## src/shared/fir_seq_pkg.sv

```systemverilog
// Shared constants for the extended-length FIR sequencer and filter
package fir_seq_pkg;
  localparam int TAPS          = 8;   // Filter length L
  localparam int CELLS         = 4;   // Sum-of-products cells N
  localparam int PERIOD        = TAPS + CELLS - 1; // Clocks per block
  localparam int PIPE_LAT      = 3;   // Input to first accumulator
  localparam int HISTORY       = TAPS - 1; // Samples re-presented
  localparam int DATA_W        = 8;
  localparam int COEF_W        = 8;
  localparam int ACC_W         = 26;
  localparam int CNT_W         = 4;
  localparam logic [CNT_W-1:0] CNT_LAST = 4'hA; // PERIOD - 1
endpackage : fir_seq_pkg

```

## src/shared/fir_link_if.sv

```systemverilog
// Link between the sequencer and the sum-of-products filter
interface fir_link_if;
  logic                               in_valid;
  logic [fir_seq_pkg::DATA_W-1:0]     sample;
  logic [fir_seq_pkg::COEF_W-1:0]     coef;
  logic                               coef_first;
  logic                               out_valid;
  logic [fir_seq_pkg::ACC_W-1:0]      out_sum;
  modport filter (input in_valid, input sample, input coef,
                  input coef_first, output out_valid, output out_sum);
  modport seq    (output in_valid, output sample, output coef,
                  output coef_first, input out_valid, input out_sum);
endinterface : fir_link_if

```

## src/sum_of_products_filter.sv

```systemverilog
// Four-cell sum-of-products filter with shifting coefficients
module sum_of_products_filter #(
  parameter int CELLS = fir_seq_pkg::CELLS,
  parameter int TAPS  = fir_seq_pkg::TAPS
) (
  input  wire logic   clk,
  input  wire logic   resetn,
  fir_link_if.filter  link,
  output logic        user_valid,
  output logic [fir_seq_pkg::ACC_W-1:0] user_sum
);
  localparam int DW = fir_seq_pkg::DATA_W;
  localparam int CW = fir_seq_pkg::COEF_W;
  localparam int AW = fir_seq_pkg::ACC_W;
  localparam int LAT = fir_seq_pkg::PIPE_LAT;

  // Refuse sizes the 8-bit tap counter and cell chain cannot serve
  if (CELLS < 1 || TAPS < CELLS || TAPS < 2 || TAPS > 255)
  begin : g_bad_size
    $error("Unsupported cell or tap count");
  end

  // Input pipeline; the tags ride with their data so nothing skews
  logic [DW-1:0] pipe_x   [LAT];
  logic [CW-1:0] pipe_c   [LAT];
  logic          pipe_f   [LAT];
  logic          pipe_v   [LAT];
  always_ff @(posedge clk or negedge resetn)
  begin
    if (!resetn)
    begin
      for (int i = 0; i < LAT; i++)
      begin
        pipe_x[i] <= '0;
        pipe_c[i] <= '0;
        pipe_f[i] <= 1'b0;
        pipe_v[i] <= 1'b0;
      end
    end
    else
    begin
      pipe_x[0] <= link.sample;
      pipe_c[0] <= link.coef;
      pipe_f[0] <= link.coef_first & link.in_valid;
      pipe_v[0] <= link.in_valid;
      for (int i = 1; i < LAT; i++)
      begin
        pipe_x[i] <= pipe_x[i-1];
        pipe_c[i] <= pipe_c[i-1];
        pipe_f[i] <= pipe_f[i-1];
        pipe_v[i] <= pipe_v[i-1];
      end
    end
  end

  wire logic [DW-1:0] x_bcast = pipe_x[LAT-1];
  wire logic          adv     = pipe_v[LAT-1];

  // Coefficient chain; a first-marker travels with each coefficient
  logic [CW-1:0] cell_c [CELLS];
  logic          cell_f [CELLS];
  logic [7:0]    cell_n [CELLS]; // Taps accumulated so far
  logic [AW-1:0] acc    [CELLS];
  always_ff @(posedge clk or negedge resetn)
  begin
    if (!resetn)
    begin
      for (int i = 0; i < CELLS; i++)
      begin
        cell_c[i] <= '0;
        cell_f[i] <= 1'b0;
      end
    end
    else if (adv)
    begin
      cell_c[0] <= pipe_c[LAT-1];
      cell_f[0] <= pipe_f[LAT-1];
      for (int i = 1; i < CELLS; i++)
      begin
        cell_c[i] <= cell_c[i-1];
        cell_f[i] <= cell_f[i-1];
      end
    end
  end

  // Products use the coefficient arriving at each cell this clock
  function automatic logic [AW-1:0] prod(input logic [CW-1:0] c,
                                         input logic [DW-1:0] x);
    logic signed [CW+DW-1:0] p;
    p = $signed(c) * $signed(x);
    return AW'(p);
  endfunction : prod

  logic [CW-1:0] in_c [CELLS];
  logic          in_f [CELLS];
  always_comb
  begin
    in_c[0] = pipe_c[LAT-1];
    in_f[0] = pipe_f[LAT-1];
    for (int i = 1; i < CELLS; i++)
    begin
      in_c[i] = cell_c[i-1];
      in_f[i] = cell_f[i-1];
    end
  end

  // Accumulators; a full sum is read and cleared in the same clock
  logic          done_v;
  logic [AW-1:0] done_sum;
  always_ff @(posedge clk or negedge resetn)
  begin
    if (!resetn)
    begin
      for (int i = 0; i < CELLS; i++)
      begin
        acc[i]    <= '0;
        cell_n[i] <= '0;
      end
      done_v   <= 1'b0;
      done_sum <= '0;
    end
    else
    begin
      done_v <= 1'b0;
      if (adv)
      begin
        for (int i = 0; i < CELLS; i++)
        begin
          if (in_f[i])
          begin
            acc[i]    <= prod(in_c[i], x_bcast);
            cell_n[i] <= 8'h01;
          end
          else if (cell_n[i] == 8'(TAPS - 1))
          begin
            // Tap count reached: hand out, restart at zero
            done_sum  <= acc[i] + prod(in_c[i], x_bcast);
            done_v    <= 1'b1;
            acc[i]    <= '0;
            cell_n[i] <= '0;
          end
          else if (cell_n[i] != 8'h00)
          begin
            acc[i]    <= acc[i] + prod(in_c[i], x_bcast);
            cell_n[i] <= cell_n[i] + 8'h01;
          end
        end
      end
    end
  end

  // Registered output; invalid clocks show zero
  always_ff @(posedge clk or negedge resetn)
  begin
    if (!resetn)
    begin
      user_valid <= 1'b0;
      user_sum   <= '0;
    end
    else
    begin
      user_valid <= done_v;
      user_sum   <= done_v ? done_sum : '0;
    end
  end

  assign link.out_valid = user_valid;
  assign link.out_sum   = user_sum;
endmodule : sum_of_products_filter

```

## src/flat_wrapper.sv

```systemverilog
// flat-port wrapper written by rule: the top's interface ports become plain ports
module sum_of_products_filter_flat 
#(
  parameter int CELLS = fir_seq_pkg::CELLS,
  parameter int TAPS  = fir_seq_pkg::TAPS
)
  (clk, resetn, user_valid, user_sum, link_in_valid, link_sample, link_coef, link_coef_first, link_out_valid, link_out_sum);
  fir_link_if link_i ();
  input  wire logic clk;
  input  wire logic resetn;
  output logic user_valid;
  output logic [fir_seq_pkg::ACC_W-1:0] user_sum;
  input wire logic [$bits(link_i.in_valid)-1:0] link_in_valid;
  input wire logic [$bits(link_i.sample)-1:0] link_sample;
  input wire logic [$bits(link_i.coef)-1:0] link_coef;
  input wire logic [$bits(link_i.coef_first)-1:0] link_coef_first;
  output wire logic [$bits(link_i.out_valid)-1:0] link_out_valid;
  output wire logic [$bits(link_i.out_sum)-1:0] link_out_sum;
  assign link_i.in_valid = link_in_valid;
  assign link_i.sample = link_sample;
  assign link_i.coef = link_coef;
  assign link_i.coef_first = link_coef_first;
  assign link_out_valid = link_i.out_valid;
  assign link_out_sum = link_i.out_sum;
  sum_of_products_filter #(.CELLS(CELLS), .TAPS(TAPS)) u_core (.clk(clk), .resetn(resetn), .link(link_i), .user_valid(user_valid), .user_sum(user_sum));
endmodule
```

## config.mk

```make
export PLATFORM = sky130hd
export DESIGN_NAME = sum_of_products_filter_flat
export DESIGN_NICKNAME = d
export VERILOG_FILES = /design/src/shared/fir_seq_pkg.sv /design/src/shared/fir_link_if.sv /design/src/sum_of_products_filter.sv /design/src/flat_wrapper.sv
export SDC_FILE = /design/constraint.sdc
export NUM_CORES = 1
export LEC_CHECK = 0
export BUFFER_PORTS_ARGS = -buffer_cell sky130_fd_sc_hd__buf_2
export CAP_MARGIN = 30
export CORE_MARGIN = 2
export CORE_UTILIZATION = 43
export DETAILED_ROUTE_END_ITERATION = 16
export PLACE_DENSITY = 0.58
export SYNTH_ARGS = -nofsm -noshare
export SYNTH_HDL_FRONTEND = slang
export SYNTH_SLANG_ARGS = --single-unit
export TNS_END_PERCENT = 20
```

## constraint.sdc

```tcl
create_clock -name clk -period 12.21 [get_ports clk]
set_input_delay 0.6105 -clock clk [delete_from_list [all_inputs] [get_ports clk]]
set_output_delay 0.6105 -clock clk [all_outputs]
set_load 0.02 [all_outputs]
```

==> results_dict.tcl, run 1 <==
set metrics [dict create \
    status "completed" \
    ys_ff_latch 271 \
    cts-root-buf "clkbuf_16" \
    ctsLongestPathBuffers 3 \
    hold_class "input port to async pin" \
    r2r-end "u_core.done_sum[25]" \
    seq_area_frac_synth_pct 26.1 \
    dp_hpwl_mm 52.7 \
    finalHoldViolations 0 \
    slew_viol_final 0 \
    synth_area_sq_um 25900 \
    cp_common_cell "a21oi_1" \
    fin_skew_ns 0.0356 \
    grt_util_met3_pct 2.71 \
    worst_slack_ns 4.67 \
    async_flop_share_pct 100 \
    synthTopCellsByCount "inv_1 (340), dfrtp_1 (271), nand2_1 (244), ha_1 (226), fa_1 (224)" \
    grt_pass1_vias 20700 \
    grt.overflow.total 0 \
    crit_path_start_kind "register" \
    nNetsFinal 3323 \
    tritoncts.num_buffers 36 \
    syn-num-nets 3311 \
    cts_setup_buffers 0 \
    yosysUniqueCellTypes 82 \
    dp.cells 3596 \
    wire_per_inst_um 19.1 \
    dp_slack_ns 4.67 \
    tightestPinTransition_ns 1.07 \
    synth_edf_count 0 \
    cts_tree "yes" \
    multi_input_area_sq_um 17300 \
    grt_max_degree 126 \
    finalNonFillerCells 3660 \
    yosysMostFrequentCell "inv_1" \
    cts-resized-gates 0 \
    postCtsHoldBufs 0 \
    totalWireLength_mm 69.9 \
    r2r_cells 30 \
    clk_pin_slew_ns 0.06 \
    crit_arrival_ns 8.02 \
    routabilityCongestion 0.893 \
    timing.slew.headroom_pct 28.9 \
    synth_warnings 0 \
    nFillCells 5683 \
    antenna_found_initial 2 \
    grt_pass1_wl_mm 114 \
    drtAntennaViolNets 0 \
    first_pass_iters 6 \
    clk_latency_ns 0.59 \
    io_buffers 73 \
    start_util_pct 43.2 \
    use_met1_pct 32.5 \
    period_needed_ns 7.54 \
    rsz0062_at_grt "no" \
    seq_area_sq_um 6790 \
    fin_crit_sh_pct 61.8 \
    drt_iter0_drc 1600 \
    use_met2_pct 36.4 \
    die_h_um 250 \
    max_cap_viol_count 0 \
    synth_top_area_cell "dfrtp_1" \
    core_area_sq_um 60000 \
    r2r-start "u_core.x_bcast[0]" \
    max_stage_delay_ns 0.52 \
    synth_area_per_cell_sq_um 9.13 \
    drive_above_1_share_pct 8.03 \
    finalSetupTns_ns 0 \
    cts_sinks 271 \
    diodes 0 \
    ys.flop_type "dfrtp_1" \
    htreeDepth 2 \
    crit_fanout 32 \
    cp_slowest_cell "fa_1" \
    area_delta_synth_final_pct 9.25 \
    setup-violations-final 0 \
    synthCells 2841 \
    grt_usage_pct 22.7 \
    io_pins 74 \
    busiest_layer "met2" \
    worst_setup_path_end_kind "register" \
    synth_top_area_share_pct 26.1 \
    max_clock_freq_ghz 0.133 \
    yosys-top-cells-area "dfrtp_1 (26%), fa_1 (17%), ha_1 (11%)" \
    die-area_sq_um 62300 \
    reg2reg_slack_ns 4.67 \
    vias_per_cell 5.57 \
    num_rows 90 \
    drcViolationCount 0 \
    required_ns 12.69 \
    die_x_um 250 \
    critical_path_class "register to register" \
    vias 20400 \
]
layout make-up:
cell class              count  share of cell area, %
clock inverters            14                  0.923
clock buffers              49                   3.67
multi-input cells        2097                   61.1
inverters                 340                   4.50
well taps                 782                   3.45
flip-flops and latches    271                   23.9
repair buffers            107                   2.42
routing by layer:
metal  vias up  wire length (um)
li1       9518                 -
met2       535             32600
met1     10200             31800
met5         -                 0
met4         0              1850
met3        98              3600
flip-flops by register name (all words and copies together), names as in the netlist:
| register | count |
|---|---|
| u_core.acc | 104 |
| u_core.cell_n | 32 |
| u_core.done_sum | 26 |
| u_core.link.out_sum | 26 |
| u_core.cell_c | 24 |
| u_core.pipe_c | 16 |
| u_core.pipe_x | 16 |
| u_core.in_c | 8 |
| u_core.x_bcast | 8 |
| u_core.cell_f | 3 |
| u_core.pipe_f | 2 |
| u_core.pipe_v | 2 |
| u_core.adv | 1 |
| u_core.done_v | 1 |
| u_core.in_f | 1 |
| u_core.link.out_valid | 1 |
cells by family (layout without fill, tap and decap cells):
group | count (synthesis) | in the layout | synth area share (%)
compound gates | 601 | 601 | 15.4
fa+ha+maj | 450 | 450 | 28.2
xor+xnor | 167 | 167 | 5.76
simple gates | 839 | 839 | 15.6
mux | 40 | 40 | 1.71
buf+inv | 473 | 510 | 7.24
flops | 271 | 271 | 26.1
critical path, delay by kind of cell (launching register included):
family / cells / cell delay [ns]
adder cells (fa/ha/maj): 6 / 2.68
buffers and inverters: 5 / 0.44
AND/OR/NAND/NOR: 3 / 0.67
XOR/XNOR: 2 / 0.68
AO/OA/AOI/OAI: 14 / 2.60
flip-flops: 1 / 0.35
per-stage QoR:
step | utilization (%) | hold slack [ns] | cell area [sq um]
after global routing | 47.2 | 0.0606 | 28300
after CTS | 47.2 | 0.0359 | 28300
after global placement | 44.9 | 0.333 | 27000
final | 47.2 | 0.0269 | 28300
after detailed placement | 45.0 | 0.335 | 27000
after floorplan | - | 0.315 | 25900
worst max path at each step:
stage | startpoint | to
global placement | u_core.x_bcast[7] | u_core.done_sum[25]
global route | u_core.x_bcast[7] | u_core.done_sum[25]
floorplan | u_core.x_bcast[7] | u_core.done_sum[25]
finish | u_core.x_bcast[0] | u_core.done_sum[25]
detailed placement | u_core.x_bcast[7] | u_core.done_sum[25]
CTS | u_core.x_bcast[7] | u_core.done_sum[25]
cell usage in the layout, fill, tap and decap left out, types with 72 or more instances in the layout:
| cell type | Yosys | routed |
|---|---|---|
| inv_1 | 340 | 340 |
| dfrtp_1 | 271 | 270 |
| nand2_1 | 244 | 244 |
| ha_1 | 226 | 226 |
| fa_1 | 224 | 224 |
| nor2_1 | 222 | 221 |
| and2_1 | 191 | 191 |
| a21oi_1 | 162 | 162 |
| xnor2_1 | 125 | 125 |
| o21ai_0 | 91 | 91 |
| buf_2 | 2 | 72 |
Power of run 1 is not shown: default switching activity piles up to over one toggle a cycle in this logic, so the estimate is an artifact.
==> inputs of run 2 (changes only) <==
clock period = 7.9 ns   (was 12.21 ns; I/O delays follow)
==> results_dict.tcl, run 2 (synthesized netlist as in run 1, its figures left out) <==
set metrics [dict create \
    final_common_cell "inv_1" \
    drt_iter0_drc 1169 \
    dp.cells 3608 \
    grt_max_degree 146 \
    grt_pass1_vias 20600 \
    cts-root-buf "clkbuf_16" \
    grt_usage_pct 22.6 \
    cts_sinks 271 \
    reg_top3 "u_core.acc x104, u_core.cell_n x32" \
    hold_class "input port to async pin" \
    vias 20300 \
    critical_path_class "register to register" \
    finalNonFillerCells 3685 \
    placed_area_sq_um 27100 \
    crit_fanout 15 \
    io_pins 74 \
    first_pass_iters 5 \
    max_stage_delay_ns 0.75 \
    max_cap_viol_count 0 \
    required_ns 8.32 \
    finalInstanceArea_sq_um 28400 \
    wl_met3_mm 3.72 \
    cp_common_cell "a21oi_1" \
    r2r_cells 28 \
    wire_per_inst_um 18.9 \
    clk_pin_slew_ns 0.06 \
    nNetsFinal 3350 \
    num_rows 90 \
    status "finished with violations" \
    core_area_sq_um 60000 \
    slew_viol_final 0 \
    drtAntennaViolNets 0 \
    tritoncts.num_buffers 35 \
    dp_hpwl_mm 53.5 \
    crit_path_start_kind "register" \
    totalWireLength_mm 69.8 \
    htreeDepth 2 \
    worst_setup_path_end_kind "register" \
    io_buffers 73 \
    drive_above_1_share_pct 8.17 \
    area_delta_synth_final_pct 9.28 \
    violations "negative hold slack" \
    die-area_sq_um 62300 \
    die_x_um 250 \
    final_core_util_pct 47.2 \
    grt.overflow.total 0 \
    max_clock_freq_ghz 0.136 \
    cts_tree "yes" \
    fin_skew_ns 0.0196 \
    fin_crit_sh_pct 93.1 \
    wl_met1_mm 31.7 \
    rsz0062_at_grt "no" \
    ctsLongestPathBuffers 3 \
    top_layer_used "met4" \
    start_util_pct 43.2 \
    clk_latency_ns 0.55 \
    cts_setup_buffers 0 \
    timing.slew.headroom_pct 31.5 \
    routabilityCongestion 0.872 \
    crit_arrival_ns 7.78 \
    largest_reg_flops 104 \
    final_cell_mix "inv_1 (340), dfrtp_1 (267), nand2_1 (244), ha_1 (226), fa_1 (224)" \
    finalSetupTns_ns 0 \
    grt_pass1_wl_mm 113 \
    whs_ns -0.0138 \
    drcViolationCount 0 \
    cp_slowest_cell "dfrtp_1" \
    finalHoldViolations 6 \
    tightestPinTransition_ns 1.03 \
    vias_per_cell 5.51 \
    setup-violations-final 0 \
    period_needed_ns 7.36 \
    die_h_um 250 \
    top_register "u_core.acc" \
    dr_wl_met2_mm 32.7 \
    antenna_found_initial 0 \
]
==> run 2: layout make-up <==
type                       count  area, sq um
timing repair buffer         135          928
clock inverter                10         86.3
antenna                        1         2.50
tap                          782          978
inverter                     340         1280
sequential                   271         6790
clock buffer                  49          978
multi-input combinational   2097        17300
fill                        5718        31700
==> run 2: routing by layer <==
layer / track usage, % / up-vias
li1: - / 9574
met1: 31.1 / 10200
met2: 37.2 / 467
met3: 3.21 / 82
met4: 6.11 / 0
met5: 0 / -
==> run 2: path summary, 6_finish.rpt <==
path / start / endpoint / slack (ns)
max: u_core.x_bcast[4] / u_core.done_sum[23] / 0.54
min reg2reg: u_core.pipe_v[1] / u_core.adv / 0.34
max reg2reg: u_core.x_bcast[4] / u_core.done_sum[23] / 0.54
min: resetn / u_core.cell_n[13] / -0.01
min in group clk: link_coef_first / u_core.pipe_f[2] / 0.08
max in group asynchronous: resetn / u_core.x_bcast[2] / 6.40
==> run 2: worst max-delay path: cells and delay by family (launching register included) <==
| kind | cells | cell delay (ns) |
|---|---|---|
| compound gates | 13 | 2.29 |
| buf+inv | 3 | 0.15 |
| flops | 1 | 0.75 |
| simple gates | 4 | 0.84 |
| xor+xnor | 2 | 0.56 |
| fa+ha+maj | 6 | 2.66 |
==> run 2: metrics by stage <==
stage               setup slack, ns  hold WS, ns
floorplan                     0.819       0.0994
global placement              0.608        0.333
detailed placement            0.449        0.335
CTS                           0.422       0.0239
global route                0.00624       0.0595
finish                        0.544      -0.0138
==> run 2: repair_timing <==
item / 4_1_cts / 5_1_grt
hold buffers: 17 / 0
gates resized for setup: 0 / 3
endpoints found under the setup margin: 0 / 2
hold endpoints to repair: 17 / 0
Power of run 2 is left out for the same reason.
